===== src/design/wiwdt_pkg.sv =====
package wiwdt_pkg;
  // ****************************************
  // Register offsets
  // ****************************************
  localparam logic [7:0] KEY_ENTRY_OFS = 8'h00;
  localparam logic [7:0] CONTROL_SETTINGS_OFS = 8'h04;
  localparam logic [7:0] RELOAD_VALUE_OFS = 8'h08;
  localparam logic [7:0] STATUS_FLAGS_OFS = 8'h0c;
  localparam logic [7:0] WINDOW_VALUE_OFS = 8'h10;
  localparam logic [7:0] COUNTER_VALUE_OFS = 8'h24;
  // ****************************************
  // Key values
  // ****************************************
  localparam logic [15:0] KEY_START = 16'hcccc;
  localparam logic [15:0] KEY_REFRESH = 16'haaaa;
  localparam logic [15:0] KEY_UNLOCK = 16'h5555;
  localparam logic [15:0] KEY_STOP1 = 16'h5a5a;
  localparam logic [15:0] KEY_STOP2 = 16'ha5a5;
  // ****************************************
  // Field positions
  // ****************************************
  localparam int CTL_PAUSE_BIT = 5;
  localparam int CTL_IE_BIT = 4;
  localparam int CTL_ACTION_BIT = 3;
  localparam int ST_RELOAD_BIT = 5;
  localparam int ST_RUN_BIT = 4;
  localparam int ST_WRAP_BIT = 3;
  localparam int ST_WIN_UPD_BIT = 2;
  localparam int ST_RLD_UPD_BIT = 1;
  localparam int ST_CTL_UPD_BIT = 0;
  // ****************************************
  // Reset values and counts
  // ****************************************
  localparam logic [11:0] CNT_START_VAL = 12'hfff;
  localparam logic [11:0] RELOAD_RST = 12'hfff;
  localparam logic [11:0] WINDOW_RST = 12'hfff;
  localparam logic [9:0] PRESCALE_BASE = 10'h004;
  // ****************************************
  // Types
  // ****************************************
  typedef struct packed {
    logic pause;
    logic irq_enable_bit;
    logic action;
    logic [2:0] prescale_sel;
  } wiwdt_ctl_t;
  localparam wiwdt_ctl_t CTL_RST = '{1'b0, 1'b0, 1'b0, 3'h0};
endpackage


===== src/design/wiwdt_top.sv =====
`timescale 1ns/1ps
// Overview of operation
// - Start key begins countdown from 0xfff.
// - Refresh key loads the reload value into the counter.
// - At zero an overflow event occurs and the counter reloads.
// - Action 0 resets; action 1 interrupts only if enabled.
// - Pause bit 1 halts counting in deep sleep, resuming after.
// - Window active only when window below reload; resets to 0xfff.
// - A window register change also reloads the counter.
// - Refresh while counter above window requests a system reset.
// - Unlock key opens protected registers; other keys lock them.
// - Protected registers are locked after reset.
// - Stop only after the two stop keys are written back to back.
// - Start, refresh and stop keys relock protected registers.
// - Status shows running bit 4, overflow bit 3, reloading bit 5.
// - Status bits 2,1,0 show pending window, reload, control updates.
// - Prescale divides the slow clock by four times two to the field.
// - Period is reload value plus one prescaled ticks.
// - Protected registers accept writes only while running.
// - Counter is 12-bit, ticking from the low speed oscillator.
// - Overflow flag stays set until software writes zero to it.
module wiwdt_top #(
  parameter int ADDR_W = 8
) (
  // Clock and reset
  input wire logic I_CLK,
  input wire logic I_RST_B,
  // APB slave
  input wire logic I_PSEL,
  input wire logic I_PENABLE,
  input wire logic I_PWRITE,
  input wire logic [ADDR_W-1:0] I_PADDR,
  input wire logic [31:0] I_PWDATA,
  output logic [31:0] O_PRDATA,
  output logic O_PREADY,
  output logic O_PSLVERR,
  // Low speed oscillator and sleep state
  input wire logic I_LSO_CLK,
  input wire logic I_DEEP_SLEEP,
  // Watchdog actions
  output logic O_SYS_RST_REQ,
  output logic O_WDT_IRQ
);
  // ****************************************
  // Pin synchronisers
  // ****************************************
  logic [2:0] lso_sync_r;
  logic [2:0] slp_sync_r;
  logic lso_lvl_r;
  logic slp_lvl_r;
  logic lso_edge;
  logic lso_agree;
  logic slp_agree;
  assign lso_agree = lso_sync_r[1] == lso_sync_r[2];
  assign slp_agree = slp_sync_r[1] == slp_sync_r[2];
  // Three stage capture of the pins
  always_ff @(posedge I_CLK or negedge I_RST_B) begin
    if (!I_RST_B) begin
      lso_sync_r <= 3'h0;
      slp_sync_r <= 3'h0;
    end else begin
      lso_sync_r <= {lso_sync_r[1:0], I_LSO_CLK};
      slp_sync_r <= {slp_sync_r[1:0], I_DEEP_SLEEP};
    end
  end

  // Filtered levels follow once stages agree
  always_ff @(posedge I_CLK or negedge I_RST_B) begin
    if (!I_RST_B) begin
      lso_lvl_r <= 1'b0;
    end else if (lso_agree) begin
      lso_lvl_r <= lso_sync_r[2];
    end
  end

  always_ff @(posedge I_CLK or negedge I_RST_B) begin
    if (!I_RST_B) begin
      slp_lvl_r <= 1'b0;
    end else if (slp_agree) begin
      slp_lvl_r <= slp_sync_r[2];
    end
  end
  assign lso_edge = lso_agree && lso_sync_r[2] && !lso_lvl_r;

  // ****************************************
  // Bus decode
  // ****************************************
  logic [7:0] ofs;
  logic setup_ph;
  logic access_ph;
  logic wr;
  logic hit_key;
  logic hit_ctl;
  logic hit_rld;
  logic hit_st;
  logic hit_win;
  logic hit_cnt;
  logic mapped;
  logic [15:0] key;
  assign ofs = 8'(I_PADDR);
  assign setup_ph = I_PSEL && !I_PENABLE;
  assign access_ph = I_PSEL && I_PENABLE;
  assign wr = access_ph && I_PWRITE;
  assign hit_key = ofs == wiwdt_pkg::KEY_ENTRY_OFS;
  assign hit_ctl = ofs == wiwdt_pkg::CONTROL_SETTINGS_OFS;
  assign hit_rld = ofs == wiwdt_pkg::RELOAD_VALUE_OFS;
  assign hit_st = ofs == wiwdt_pkg::STATUS_FLAGS_OFS;
  assign hit_win = ofs == wiwdt_pkg::WINDOW_VALUE_OFS;
  assign hit_cnt = ofs == wiwdt_pkg::COUNTER_VALUE_OFS;
  assign mapped = hit_key || hit_ctl || hit_rld || hit_st || hit_win
    || hit_cnt;
  assign key = I_PWDATA[15:0];
  assign O_PREADY = 1'b1;
  assign O_PSLVERR = access_ph && !mapped;

  // ****************************************
  // State registers
  // ****************************************
  logic run_r;
  logic unlock_r;
  logic stop1_r;
  logic wrap_r;
  logic reload_pend_r;
  logic ctl_upd_r;
  logic rld_upd_r;
  logic win_upd_r;
  logic rst_req_r;
  logic irq_r;
  wiwdt_pkg::wiwdt_ctl_t ctl_sh_r;
  wiwdt_pkg::wiwdt_ctl_t ctl_r;
  logic [11:0] rld_sh_r;
  logic [11:0] rld_r;
  logic [11:0] win_sh_r;
  logic [11:0] win_r;
  logic [11:0] cnt_r;
  logic [8:0] pre_r;
  logic [31:0] rdata_r;

  // ****************************************
  // Key and write qualification
  // ****************************************
  logic key_wr;
  logic k_start;
  logic k_refresh;
  logic k_stop;
  logic prot_ok;
  logic ctl_wr;
  logic rld_wr;
  logic win_wr;
  logic win_mode;
  logic early;
  logic wrap_clr;
  assign key_wr = wr && hit_key;
  assign k_start = key_wr && key == wiwdt_pkg::KEY_START;
  assign k_refresh = key_wr && key == wiwdt_pkg::KEY_REFRESH;
  assign k_stop = key_wr && stop1_r && key == wiwdt_pkg::KEY_STOP2;
  assign prot_ok = unlock_r && run_r;
  assign ctl_wr = wr && hit_ctl && prot_ok && !ctl_upd_r;
  assign rld_wr = wr && hit_rld && prot_ok && !rld_upd_r;
  assign win_wr = wr && hit_win && prot_ok && !win_upd_r;
  assign win_mode = win_r < rld_r;
  assign early = k_refresh && run_r && win_mode && cnt_r > win_r;
  assign wrap_clr = wr && hit_st && !I_PWDATA[wiwdt_pkg::ST_WRAP_BIT];

  // ****************************************
  // Counting path
  // ****************************************
  logic halted;
  logic [8:0] pre_lim;
  logic tick;
  logic wrap;
  logic win_chg;
  logic start_ev;
  logic load_ev;
  logic pre_clr;
  logic pre_inc;
  logic run_nxt;
  logic [11:0] cnt_nxt;
  logic [8:0] pre_nxt;
  logic pend_nxt;
  assign halted = ctl_r.pause && slp_lvl_r;
  assign pre_lim = 9'((wiwdt_pkg::PRESCALE_BASE << ctl_r.prescale_sel)
    - 10'h001);
  assign tick = lso_edge && run_r && !halted && pre_r == pre_lim;
  assign wrap = tick && cnt_r == 12'h000;
  assign win_chg = lso_edge && win_upd_r && win_sh_r != win_r;
  assign start_ev = k_start && !run_r;
  assign load_ev = lso_edge && (reload_pend_r || win_chg);
  assign run_nxt = start_ev ? 1'b1 : k_stop ? 1'b0 : run_r;
  assign cnt_nxt = start_ev ? wiwdt_pkg::CNT_START_VAL :
    k_stop ? cnt_r :
    (load_ev || wrap) ? rld_r :
    tick ? cnt_r - 12'h001 : cnt_r;
  assign pre_clr = start_ev || (!k_stop && (load_ev || wrap || tick));
  assign pre_inc = !k_stop && lso_edge && run_r && !halted;
  assign pre_nxt = pre_clr ? 9'h000 : pre_inc ? pre_r + 9'h001 : pre_r;
  assign pend_nxt = (k_refresh && run_r) ? 1'b1 :
    lso_edge ? 1'b0 : reload_pend_r;

  // ****************************************
  // Counter registers
  // ****************************************
  always_ff @(posedge I_CLK or negedge I_RST_B) begin
    if (!I_RST_B) begin
      run_r <= 1'b0;
    end else begin
      run_r <= run_nxt;
    end
  end

  always_ff @(posedge I_CLK or negedge I_RST_B) begin
    if (!I_RST_B) begin
      cnt_r <= wiwdt_pkg::CNT_START_VAL;
    end else begin
      cnt_r <= cnt_nxt;
    end
  end

  always_ff @(posedge I_CLK or negedge I_RST_B) begin
    if (!I_RST_B) begin
      pre_r <= 9'h000;
    end else begin
      pre_r <= pre_nxt;
    end
  end

  always_ff @(posedge I_CLK or negedge I_RST_B) begin
    if (!I_RST_B) begin
      reload_pend_r <= 1'b0;
    end else begin
      reload_pend_r <= pend_nxt;
    end
  end

  // ****************************************
  // Key unlock and stop sequence state
  // ****************************************
  logic unlock_nxt;
  logic stop1_nxt;
  assign unlock_nxt = key_wr ? key == wiwdt_pkg::KEY_UNLOCK : unlock_r;
  assign stop1_nxt = key_wr ? key == wiwdt_pkg::KEY_STOP1 : stop1_r;
  always_ff @(posedge I_CLK or negedge I_RST_B) begin
    if (!I_RST_B) begin
      unlock_r <= 1'b0;
      stop1_r <= 1'b0;
    end else begin
      unlock_r <= unlock_nxt;
      stop1_r <= stop1_nxt;
    end
  end

  // ****************************************
  // Protected registers
  // ****************************************
  // Pending update flags
  always_ff @(posedge I_CLK or negedge I_RST_B) begin
    if (!I_RST_B) begin
      ctl_sh_r <= wiwdt_pkg::CTL_RST;
      ctl_r <= wiwdt_pkg::CTL_RST;
      ctl_upd_r <= 1'b0;
    end else if (ctl_wr) begin
      ctl_sh_r <= wiwdt_pkg::wiwdt_ctl_t'(I_PWDATA[5:0]);
      ctl_upd_r <= 1'b1;
    end else if (lso_edge && ctl_upd_r) begin
      ctl_r <= ctl_sh_r;
      ctl_upd_r <= 1'b0;
    end
  end

  always_ff @(posedge I_CLK or negedge I_RST_B) begin
    if (!I_RST_B) begin
      rld_sh_r <= wiwdt_pkg::RELOAD_RST;
      rld_r <= wiwdt_pkg::RELOAD_RST;
      rld_upd_r <= 1'b0;
    end else if (rld_wr) begin
      rld_sh_r <= I_PWDATA[11:0];
      rld_upd_r <= 1'b1;
    end else if (lso_edge && rld_upd_r) begin
      rld_r <= rld_sh_r;
      rld_upd_r <= 1'b0;
    end
  end

  always_ff @(posedge I_CLK or negedge I_RST_B) begin
    if (!I_RST_B) begin
      win_sh_r <= wiwdt_pkg::WINDOW_RST;
      win_r <= wiwdt_pkg::WINDOW_RST;
      win_upd_r <= 1'b0;
    end else if (win_wr) begin
      win_sh_r <= I_PWDATA[11:0];
      win_upd_r <= 1'b1;
    end else if (lso_edge && win_upd_r) begin
      win_r <= win_sh_r;
      win_upd_r <= 1'b0;
    end
  end

  // ****************************************
  // Overflow actions
  // ****************************************
  logic wrap_nxt;
  logic rst_req_nxt;
  logic irq_nxt;
  assign wrap_nxt = wrap ? 1'b1 : wrap_clr ? 1'b0 : wrap_r;
  assign rst_req_nxt = (wrap && !ctl_r.action) || early;
  assign irq_nxt = wrap && ctl_r.action && ctl_r.irq_enable_bit;
  always_ff @(posedge I_CLK or negedge I_RST_B) begin
    if (!I_RST_B) begin
      wrap_r <= 1'b0;
    end else begin
      wrap_r <= wrap_nxt;
    end
  end

  always_ff @(posedge I_CLK or negedge I_RST_B) begin
    if (!I_RST_B) begin
      rst_req_r <= 1'b0;
      irq_r <= 1'b0;
    end else begin
      rst_req_r <= rst_req_nxt;
      irq_r <= irq_nxt;
    end
  end
  assign O_SYS_RST_REQ = rst_req_r;
  assign O_WDT_IRQ = irq_r;

  // ****************************************
  // Read data
  // ****************************************
  logic [31:0] st_word;
  logic [31:0] rd_mux;
  assign st_word = {26'h0, reload_pend_r, run_r, wrap_r, win_upd_r,
    rld_upd_r, ctl_upd_r};
  assign rd_mux = hit_ctl ? {26'h0, ctl_sh_r} :
    hit_rld ? {20'h0, rld_sh_r} :
    hit_st ? st_word :
    hit_win ? {20'h0, win_sh_r} :
    hit_cnt ? {20'h0, cnt_r} : 32'h0;
  logic rd_setup;
  logic [31:0] rdata_nxt;
  // Read data captured in the setup cycle
  assign rd_setup = setup_ph && !I_PWRITE;
  assign rdata_nxt = rd_setup ? rd_mux : rdata_r;
  always_ff @(posedge I_CLK or negedge I_RST_B) begin
    if (!I_RST_B) begin
      rdata_r <= 32'h0;
    end else begin
      rdata_r <= rdata_nxt;
    end
  end
  assign O_PRDATA = rdata_r;
endmodule


===== config.mk =====
export PLATFORM = sky130hd
export DESIGN_NAME = wiwdt_top
export DESIGN_NICKNAME = d
export VERILOG_FILES = /design/src/design/wiwdt_pkg.sv /design/src/design/wiwdt_top.sv
export SDC_FILE = /design/constraint.sdc
export NUM_CORES = 1
export LEC_CHECK = 0
export ABC_CLOCK_PERIOD_IN_PS = 2100
export BUFFER_PORTS_ARGS = -buffer_cell sky130_fd_sc_hd__buf_2
export CORE_MARGIN = 8
export CORE_UTILIZATION = 40
export CTS_CLUSTER_DIAMETER = 30
export CTS_CLUSTER_SIZE = 14
export DETAILED_ROUTE_END_ITERATION = 8
export HOLD_SLACK_MARGIN = 0.08
export PLACE_DENSITY_LB_ADDON = 0.15
export SYNTH_ARGS = -nofsm -noshare
export SYNTH_HDL_FRONTEND = slang
export SYNTH_SLANG_ARGS = --single-unit

===== constraint.sdc =====
create_clock -name I_CLK -period 2.1 [get_ports I_CLK]
set_input_delay 0.21 -clock I_CLK [delete_from_list [all_inputs] [get_ports I_CLK]]
set_output_delay 0.21 -clock I_CLK [all_outputs]
set_load 0.02 [all_outputs]

Word-level counts from Yosys, hierarchy flattened --
Index checks and enable logic that the tools add are counted.
Operators by class: $add $sub $neg 3, $lt $le $gt $ge 2, equal/unequal tests 15, shifts and indexed selects 1, mux-type cells 23, bitwise gates (word level) 3, reductions and logical operators 81
Operators with widths (number):
- $mux W12 | 9
- $eq A16 B16 Y1 const B | 3
- $logic_and A1 B1 Y1 | 45
- $eq A16 B15 Y1 const B | 2
- $mux W9 | 2
- $eq A8 B4 Y1 const B | 2
- $reduce_bool A2 Y1 | 7
- $gt A12 B12 Y1 | 1
- $logic_not A1 Y1 | 12
- $logic_not A12 Y1 | 1
- $lt A12 B12 Y1 | 1
- $mux W1 | 12
- $ne A12 B12 Y1 | 1
- $sub A12 B1 Y12 const B | 1
- $logic_or A1 B1 Y1 | 10
- $add A9 B1 Y9 const B | 1
- $eq A9 B9 Y1 | 1
- $shl A3 B3 Y9 const A | 1
- $sub A9 B1 Y9 const B | 1
- $eq A8 B3 Y1 const B | 1
- $eq A8 B5 Y1 const B | 1
- $eq A8 B6 Y1 const B | 1
- $logic_not A8 Y1 | 1
- $reduce_and A2 Y1 | 4
- other kinds (4) | 7
Word-level totals: register bits 131, input bits 47

Longest topological paths before layout --
Gate-level depths: netlist (run 1).
depth after elaboration 12, mapped depth 10, gate-level depth less buffers 9

Least setup slack after synthesis (run 1) --
Ideal clock, no wire load.
kind register to register, start point register cnt_r[0], end point register cnt_r[4], arrival 2.078 ns, required time 2.017 ns, setup slack -0.061 ns, stages on the path, launching flop included 11, path buffers 1, clock period less this slack 2.161 ns, path through dfstp_2 > inv_1 > ha_1 > nor3b_2 > nand3_1 > nor3_1 > nand4_2 > nand2_4 > buf_12 > mux2i_1 > a2bb2oi_2
On the way: word-level cells in the longest chain between the ends 6, elaborated cells on any way between the ends 10, classes of those cells add/sub: 1; mux: 4; reduce/logical: 5
Ends and longest elaborated chain:
- start, declared | RTL line wiwdt_top.sv:135 | logic [11:0] cnt_r;
- start signal, assigned | RTL line wiwdt_top.sv:213 | cnt_r <= wiwdt_pkg::CNT_START_VAL;
- start signal, assigned | RTL line wiwdt_top.sv:215 | cnt_r <= cnt_nxt;
- parallel branches: the longest is 6 deep, another holds $sub A12 B1 Y12
Parallel ways; which one is timed is not known. The select of a mux whose other input is x is not followed. A chain may end at the register's enable or synchronous reset.

Worst setup path after layout (run 1) --
start point register win_sh_r[8], end point register cnt_r[9]
On the way: word-level cells in the longest chain between the ends 8, elaborated cells on any way between the ends 10, classes of those cells eq/ne: 1; mux: 3; reduce/logical: 6
Ends and longest elaborated chain:
- start, declared | RTL line wiwdt_top.sv:133 | logic [11:0] win_sh_r;
- start signal, assigned | RTL line wiwdt_top.sv:286 | win_sh_r <= wiwdt_pkg::WINDOW_RST;
- start signal, assigned | RTL line wiwdt_top.sv:290 | win_sh_r <= I_PWDATA[11:0];
- $ne A12 B12 Y1 * | RTL line wiwdt_top.sv:186 | assign win_chg = lso_edge && win_upd_r && win_sh_r != win_r;
- $logic_and A1 B1 Y1 * | RTL line wiwdt_top.sv:186
- $logic_or A1 B1 Y1 * | RTL line wiwdt_top.sv:188 | assign load_ev = lso_edge && (reload_pend_r || win_chg);
- $logic_and A1 B1 Y1 * | RTL line wiwdt_top.sv:188
- $logic_or A1 B1 Y1 * | RTL line wiwdt_top.sv:192 | (load_ev || wrap) ? rld_r :
- $mux W12 | RTL line wiwdt_top.sv:192
- $mux W12 | RTL line wiwdt_top.sv:191 | k_stop ? cnt_r :
- $mux W12 | RTL line wiwdt_top.sv:190 | assign cnt_nxt = start_ev ? wiwdt_pkg::CNT_START_VAL :
Mark *: on every way between the ends. The rest lies on a longest branch, timed or not. The select of a mux whose other input is x is not followed.

==> impl_metrics.ini, run 1 <==
[outcome]
status = finished, violations left
violations = negative setup slack

[critical_path]
ff2ff_path_depth = 8
path_class = reg2reg
cp.required_ns = 2.39
cp-end-kind = register
worst_path_largest_cell_delay_ns = 0.58
r2r_end = cnt_r[9]
cp-start-kind = register
crit_fanout = 6
worst_path_max_delay_cell = dfstp_2
rrSetupSlack_ns = -0.13
crit_arrival_ns = 2.53
r2r_start = win_sh_r[8]
path_cells = xnor2_2 > nand3_1 > o41a_1 > o21ai_4 > buf_12 > and3b_2 > a31oi_1 > a2bb2oi_1

[yosys]
async_flop_share_pct = 100
ys_seq_elements = 111
ys.flop_type = dfstp_2
ys_types = 75
syn_area_um2 = 6250
ys_seq_area_share_pct = 45.6
synth_warnings = 0
synth_edf_count = 0
synth.avg_cell_area_um2 = 11.0
synthCells = 567

[cells_and_area]
regArea_um2 = 2850
final_net_count = 794
drive_gt1_share_pct = 50.8
fillers = 1330
antenna_cells = 0
utilization_pct = 53.7
area_growth_pct = 31.0
multiInputGateArea_um2 = 3460

[clock_tree]
htree_levels = 3
clock_path_buffers = 2
clkTransAtPathRegs_ns = 0.08
ctsRootBufferMaster = clkbuf_16
cts_buffers = 9
worstSkewPairLatency_ns = 0.36
tritoncts = yes
cts.sinks = 111

[pwr]
leakage_nw = 3.57
vdd_drop_max_uv = 461
power_density_nw_per_um2 = 634

[grt]
antenna_found_initial = 0
grt_usage_pct = 18.1
grt.overflow.total = 0
grt_pass1_wl_um = 27700
grt_pass1_vias = 5017
grt_max_degree = 74

[floorplan]
initial_core_util_pct = 41.0
io_pins = 83
die_h_um = 141
die-area_um2 = 19900
fp.dieW_um = 141
core_um2 = 15300
rows = 45

[worst_hold_path]
hold_start = I_PWDATA[3]
holdPathStages = 2
hold_path_end = win_sh_r[3]
holdCritPathClass = in2reg

[drt]
drtAntennaViolNets = 0
drc = 0
vias = 4917
post_drt_via_cell_ratio = 5.25
drtIter0Drc = 323
dr.pass1.iters = 4
drt_wl_total_um = 17800
post_drt_wl_per_cell_um = 19.0

[placement]
place_congestion = 0.859
dp_hpwl_um = 13900
port_buffers = 45

[sta]
slew_violations = 0
fin_skew_ns = 0.00862
setup_violations = 22
rsz0062_at_grt = true
max_freq_mhz = 448
post-route-period-util_pct = 106
hold_viol_final = 0
whs_ns = 0.180
finalCriticalPeriod_ns = 2.23
finalWorstSetupSlack_ns = -0.132

[run]
cap_violations = 0
[what timing repair did]
item,CTS,global route
resized for setup,34,42
hold buffers,3,0
setup endpoints to repair,22,22
pin swaps,26,30
gates cloned,2,0
hold endpoints to repair,53,0
buffers inserted,4,6
[kinds of logic (layout without fill, tap and decap cells)]
group / after synthesis / after routing / synth area share, %
buf+inv: 69 / 208 / 5.94
compound gates: 91 / 91 / 11.1
simple gates: 168 / 169 / 15.1
flops: 111 / 111 / 45.6
other cells: 2 / 21 / 0.120
fa+ha+maj: 27 / 27 / 5.36
xor+xnor: 21 / 21 / 2.94
mux: 78 / 78 / 13.7
[state kept, by name (all words and copies together), names as in the netlist, 3 cells and up]
signal,flops
win_sh_r,12
cnt_r,12
slp_sync_r,3
win_r,12
ctl_sh_r,6
lso_sync_r,3
pre_r,9
rld_r,12
rld_sh_r,12
O_PRDATA,12
ctl_r,6
[routing by layer]
layer / wire length [um] / GRT usage (%)
met1: 8280 / 23.8
met2: 8210 / 29.3
met3: 999 / 3.34
met4: 323 / 6.22
met5: 0 / 0
[cell usage in the layout (no fill, tap or decap), types with 5 or more instances in the layout]
master,netlist,routed
a21o_1,8,8
conb_1,2,21
nor2_4,0,6
nor4bb_1,5,5
dfstp_2,60,60
a2bb2oi_2,3,6
a21oi_1,21,15
o21ai_0,12,12
a211oi_2,1,5
and3_1,8,8
dfrtp_1,51,51
buf_2,5,44
a31oi_1,6,6
nand2_1,35,35
xor2_1,5,5
buf_6,1,11
mux2_2,62,62
a22oi_1,5,5
inv_1,30,28
nand4_1,13,13
a21oi_2,0,6
ha_1,26,22
mux2i_1,16,12
buf_4,22,101
nor3_1,8,6
nor2_1,48,37
clkbuf_16,0,9
nand3_1,13,11
nor2_2,0,5
xnor2_1,16,14
[critical path, delay by kind of cell (launching register included)]
kind	cells	cell delay, ns
AOI/OAI and AO/OA	4	0.88
DFF	1	0.58
and+or+nand+nor	2	0.42
buffers and inverters	1	0.15
xor gates and xnor gates	1	0.12
[per-stage QoR]
step                total power, W  instances  setup slack, ns  area [um2]  TNS, ns
detailed placement         0.00337        908           -0.256        7400    -2.98
CTS                        0.00516        932           -0.179        7950    -2.57
finish                     0.00519        937           -0.132        8190    -1.59
global route               0.00542        937           -0.241        8190    -3.44
floorplan                  0.00296        586          0.00107        6350        0
global placement           0.00334        908           -0.211        7400    -2.00
[how the worst max path moves through the flow]
stage / from / end / slack [ns] / cells after the start
finish: win_sh_r[8] / cnt_r[9] / -0.13 / 8
floorplan: win_r[3] / cnt_r[7] / 0.001 / 8
global placement: win_r[11] / O_SYS_RST_REQ / -0.21 / 10
CTS: win_r[11] / cnt_r[3] / -0.18 / 11
global route: lso_sync_r[1] / cnt_r[2] / -0.24 / 8
detailed placement: win_r[11] / O_SYS_RST_REQ / -0.26 / 10
[cell usage after synthesis, types with 4 or more instances]
cell type  count  area (um2)
a31oi_1        6        37.5
clkbuf_1       9        33.8
and2_1         4        25.0
nor2_1        48         180
mux2_2        62         698
xnor2_1       16         140
ha_1          26         325
mux2i_1       16         160
dfstp_2       60        1580
a2bb2oi_1      5        43.8
a221oi_1       4        35.0
a21oi_1       21         105
nand3_1       13        65.1
nor3_1         8        40.0
o21ai_0       12        60.1
dfrtp_1       51        1280
a22oi_1        5        37.5
buf_4         22         165
a211oi_1       5        37.5
a21o_1         8        60.1
inv_1         30         113
buf_2          5        25.0
nand4_1       13        81.3
nand2_1       35         131
and3_1         8        50.1
nor4bb_1       5        50.1
xor2_1         5        43.8
[area by class of cell]
type / instances / share of cell area (%)
Clock inverter: 7 / 0.947
Multi-Input combinational cell: 407 / 42.3
Clock buffer: 9 / 2.75
Timing Repair Buffer: 162 / 14.6
Inverter: 30 / 1.38
Tap cell: 211 / 3.22
Sequential cell: 111 / 34.8
[power breakdown]
group          total (W)  leakage (nW)  internal, W  switching (W)
Sequential       0.00244          1.27      0.00230       0.000140
Clock            0.00174         0.149     0.000848       0.000887
Combinational    0.00101          2.14     0.000450       0.000560
Total            0.00519          3.57      0.00360        0.00159
Power figures use the tool's default switching activity.
==> inputs of run 2 (changes only) <==
--- a/config.mk
+++ b/config.mk
@@ -13,6 +13,7 @@
 export CTS_CLUSTER_SIZE = 14
 export DETAILED_ROUTE_END_ITERATION = 8
 export HOLD_SLACK_MARGIN = 0.08
+export MAX_ROUTING_LAYER = met4
 export PLACE_DENSITY_LB_ADDON = 0.15
 export SYNTH_ARGS = -nofsm -noshare
 export SYNTH_HDL_FRONTEND = slang
==> run 2 against run 1 <==
Effect of this change: the run still ends with negative setup slack left; wire length up 6.1%; sequential cell count unchanged; register-to-register slack worse by 0.05 ns; utilization up 1.1 points; die area unchanged; via count up 3.1%; worst setup slack worse by 0.049 ns; cell count up 1.7%; critical path depth up 2; cell area up 2.1%; clock skew about the same; power up 3.1%; largest cell class unchanged; highest routed layer unchanged.
==> impl_metrics.ini, run 2 (same netlist as run 1, synthesis figures left out) <==
[outcome]
status = finished, violations left
violations = negative setup slack

[drt]
drc = 0
post_drt_via_cell_ratio = 5.32
drtAntennaViolNets = 0
dr.pass1.iters = 5
drt_wl_total_um = 18900
post_drt_wl_per_cell_um = 19.8
drtIter0Drc = 383
vias = 5067

[worst_hold_path]
holdCritPathClass = in2reg

[cells_and_area]
area_growth_pct = 33.7
final_cell_mix = buf_4, mux2_2, dfstp_2
utilization_pct = 54.8
regArea_um2 = 2860
final_common_cell = buf_4
fillers = 1353
antenna_cells = 0
multiInputGateArea_um2 = 3510
final_net_count = 810
drive_gt1_share_pct = 52.6

[critical_path]
cp.required_ns = 2.39
rrSetupSlack_ns = -0.18
crit_arrival_ns = 2.58
path_class = reg2reg
crit_fanout = 5
cp-end-kind = register
cp-start-kind = register

[pwr]
leakage_nw = 3.67
finalPower_w = 0.00535
vdd_drop_max_uv = 360
power_density_nw_per_um2 = 641

[sta]
finalCriticalPeriod_ns = 2.28
hold_viol_final = 0
fin_skew_ns = 0.00862
setup_violations = 22
slew_headroom_pct = 56.9
post-route-period-util_pct = 109
finalWorstSetupSlack_ns = -0.182
tightest_slew_ns = 0.647
slew_violations = 0
max_freq_mhz = 438
rsz0062_at_grt = true

[grt]
grt_pass1_wl_um = 29500
antenna_found_initial = 0
grt_pass1_vias = 5300
grt.overflow.total = 0
grt_use_met1_pct = 26.0
met3_usage_pct = 2.23
grt_usage_pct = 19.8
grt-busiest-layer = met2
grt_util_met2_pct = 31.4
grt_max_degree = 43

[clock_tree]
clkTransAtPathRegs_ns = 0.08
clock_path_buffers = 2
cts_buffers = 9
cts.sinks = 111
tritoncts = yes
ctsRootBufferMaster = clkbuf_16
worstSkewPairLatency_ns = 0.36
htree_levels = 3

[floorplan]
die_h_um = 141
io_pins = 83
initial_core_util_pct = 41.0
die-area_um2 = 19900
fp.dieW_um = 141
core_um2 = 15300
rows = 45

[placement]
port_buffers = 45
place_congestion = 0.844
dp_hpwl_um = 14200
place_ws_ns = -0.244

[run]
cap_violations = 0
[run 2: changes by cell type in the layout (fill, tap and decap cells not counted), sizes merged]
cell | previous run | this run
nand2 | 37 | 38
inv | 33 | 31
clkbuf | 9 | 11
bufinv | 0 | 1
buf | 159 | 174
clkinv | 4 | 3
[run 2: path summary, 6_finish.rpt]
kind / from / endpoint / cells past startpoint
max: lso_sync_r[2] / cnt_r[8] / 10
min: I_PWDATA[0] / win_sh_r[0] / 2
max reg2reg: lso_sync_r[2] / cnt_r[8] / 10
min reg2reg: slp_sync_r[0] / slp_sync_r[1] / 0
max in group asynchronous: I_RST_B / rld_sh_r[3] / 3
min in group asynchronous: I_RST_B / ctl_sh_r[4] / 2
[run 2: area by class of cell]
class | instances | area share (%)
Clock inverter | 5 | 0.809
Multi-Input combinational cell | 408 | 42.0
Tap cell | 211 | 3.16
Clock buffer | 11 | 2.78
Sequential cell | 111 | 34.2
Inverter | 30 | 1.35
Timing Repair Buffer | 177 | 15.8
[run 2: timing repair]
action,in CTS,in global routing
pin swaps,16,39
hold buffers,3,0
gates resized for setup,35,53
hold endpoints to repair,16,0
cloned,3,0
setup endpoints to repair,22,23
setup buffers,6,11
[run 2: through the flow]
step	hold WS, ns	setup TNS [ns]	cells	cell area (um2)
floorplan	-0.0856	0	586	6350
global placement	0.255	-2.23	915	7460
detailed placement	0.266	-2.61	915	7460
CTS	0.164	-2.43	943	8020
global route	0.168	-4.00	953	8360
finish	0.175	-2.23	953	8360
[run 2: per-layer routing]
layer	up-vias	wire, um
met5	-	0
met4	0	274
met3	18	762
met2	150	8940
met1	2540	8930
li1	2359	-
[run 2: where the power goes]
group | internal (W) | total, W | switching, W
combinational | 0.000528 | 0.00113 | 0.000599
sequential | 0.00231 | 0.00245 | 0.000143
clock | 0.000943 | 0.00178 | 0.000835
total | 0.00378 | 0.00535 | 0.00158
[run 2: worst max-delay path: stages, from the launching register on]
cell and delay, ns:
dfrtp_1 0.36, ha_2 0.18, and2b_2 0.20, nand3_4 0.11
a2111oi_4 0.41, buf_4 0.19, nand4_4 0.18, nand2_4 0.19
buf_4 0.13, mux2i_2 0.20, a2bb2oi_2 0.07
==> inputs of run 3 (changes only) <==
--- a/config.mk
+++ b/config.mk
@@ -15,6 +15,8 @@
 export HOLD_SLACK_MARGIN = 0.08
 export MAX_ROUTING_LAYER = met4
 export PLACE_DENSITY_LB_ADDON = 0.15
+export RECOVER_POWER = 100
+export SLEW_MARGIN = 20
 export SYNTH_ARGS = -nofsm -noshare
 export SYNTH_HDL_FRONTEND = slang
 export SYNTH_SLANG_ARGS = --single-unit
==> run 3 against run 2 <==
Effect of this change: the run still ends with negative setup slack left; clock power about the same; first-iteration DRC count decreased by 2.6%; global-route usage is the same; sequential power about the same; wire length about the same; clock-buffer cell count did not move; combinational power about the same; non-clock buffer count did not move; sequential share of layout area is 0.34 points higher; critical path depth down 1; clock skew hardly changed; via count fell by 0.18%; critical path type unchanged; critical endpoint is now cnt_r[5].
==> impl_metrics.ini, run 3 (same netlist as run 1, synthesis figures left out) <==
[clock_tree]
worstSkewPairLatency_ns = 0.36
ctsRootBufferMaster = clkbuf_16
clkTransAtPathRegs_ns = 0.08
htree_levels = 3
clock_path_buffers = 2
cts_buffers = 9
cts.sinks = 111
tritoncts = yes

[sta]
post-route-period-util_pct = 109
tightest_slew_ns = 1.19
setup_violations = 23
finalCriticalPeriod_ns = 2.28
max_freq_mhz = 438
rsz0062_at_grt = true
slew_violations = 0
slew_headroom_pct = 20.8
finalWorstSetupSlack_ns = -0.185
hold_viol_final = 0
fin_skew_ns = 0.00846
whs_ns = 0.178

[critical_path]
crit_fanout = 4
path_class = reg2reg
crit_arrival_ns = 2.57
worst_path_largest_cell_delay_ns = 0.41
path_cells = ha_2 > and2b_2 > nand3_4 > a2111oi_4 > buf_4 > nand4_4 > nand2_4 > mux2i_1 > a211oi_2
rrSetupSlack_ns = -0.18
ff2ff_path_depth = 9
r2r_start = lso_sync_r[2]
r2r_end = cnt_r[5]
cp.required_ns = 2.38
cp_top_family = simple AND/OR/NAND/NOR gates
cp-start-kind = register
path_buf_inv = 1
worst_path_max_delay_cell = a2111oi_4
critPathLaunch = lso_sync_r[2]
cp-end-kind = register

[cells_and_area]
design_area_um2 = 8270
drive_gt1_share_pct = 49.3
fillers = 1376
final_common_cell = buf_4
utilization_pct = 54.2
final_cells = 953
area_growth_pct = 32.4
final_cell_mix = buf_4, mux2_2, dfstp_2
final_net_count = 810
antenna_cells = 0

[drt]
drtAntennaViolNets = 0
drt_wl_total_um = 18900
dr.pass1.iters = 5
vias = 5058
drtIter0Drc = 373
drc = 0
post_drt_wl_per_cell_um = 19.9
post_drt_via_cell_ratio = 5.31

[pwr]
power_density_nw_per_um2 = 646
leakage_nw = 3.60
vdd_drop_max_uv = 359

[grt]
antenna_found_initial = 0
grt_usage_pct = 19.8
grt_max_degree = 43
grt_pass1_vias = 5300
grt_pass1_wl_um = 29500
grt.overflow.total = 0

[outcome]
violations = negative setup slack
status = finished, violations left

[worst_hold_path]
hold_start = I_PWDATA[0]
hold_path_end = win_sh_r[0]
holdPathStages = 2
holdCritPathClass = in2reg

[placement]
place_congestion = 0.844
port_buffers = 45
placed_area_um2 = 7460
dp.cells = 915
dp_hpwl_um = 14200

[floorplan]
core_um2 = 15300
rows = 45
die-area_um2 = 19900
die_h_um = 141
io_pins = 83
fp.dieW_um = 141
initial_core_util_pct = 41.0

[run]
cap_violations = 0
==> run 3: how the worst max path moves through the flow <==
stage	end	slack [ns]	depth (start not counted)
2_1_floorplan	cnt_r[7]	0.001	8
3_3_place_gp	O_SYS_RST_REQ	-0.26	10
3_5_place_dp	O_SYS_RST_REQ	-0.24	10
4_1_cts	cnt_r[9]	-0.14	9
5_1_grt	cnt_r[5]	-0.29	8
6_report	cnt_r[5]	-0.18	9
==> run 3: layer usage <==
layer  up-vias  routed length [um]  track usage, %
met2       139                8990            31.4
met4         0                 286            6.11
met3        19                 704            2.23
li1       2362                   -               -
met1      2538                8940            26.0
met5         -                   0               -
==> run 3: layout make-up <==
type | count | area [um2] | share of cell area, %
multi-input cells | 408 | 3490 | 42.2
flip-flops and latches | 111 | 2860 | 34.5
repair buffers | 177 | 1250 | 15.1
well taps | 211 | 264 | 3.19
clock buffers | 11 | 233 | 2.81
inverters | 30 | 113 | 1.36
clock inverters | 5 | 67.6 | 0.817
==> run 3: what timing repair did <==
action / in CTS / in global routing
endpoints found under the setup margin: 22 / 23
gates cloned: 3 / 0
setup buffers: 6 / 11
pin swaps: 16 / 39
endpoints found under the hold margin: 16 / 0
gates resized for setup: 35 / 53
hold buffers: 3 / 0
==> run 3: metrics by stage <==
step | power, W | setup WS (ns) | setup TNS [ns]
6_report | 0.00534 | -0.185 | -2.20
5_1_grt | 0.00555 | -0.290 | -4.19
4_1_cts | 0.00527 | -0.141 | -2.43
3_5_place_dp | 0.00342 | -0.244 | -2.61
3_3_place_gp | 0.00339 | -0.259 | -2.23
2_1_floorplan | 0.00296 | 0.00107 | 0
==> run 3: power breakdown <==
group | total [W] | switching, W | internal, W
Sequential | 0.00245 | 0.000144 | 0.00231
Combinational | 0.00111 | 0.000602 | 0.000512
Clock | 0.00178 | 0.000836 | 0.000943
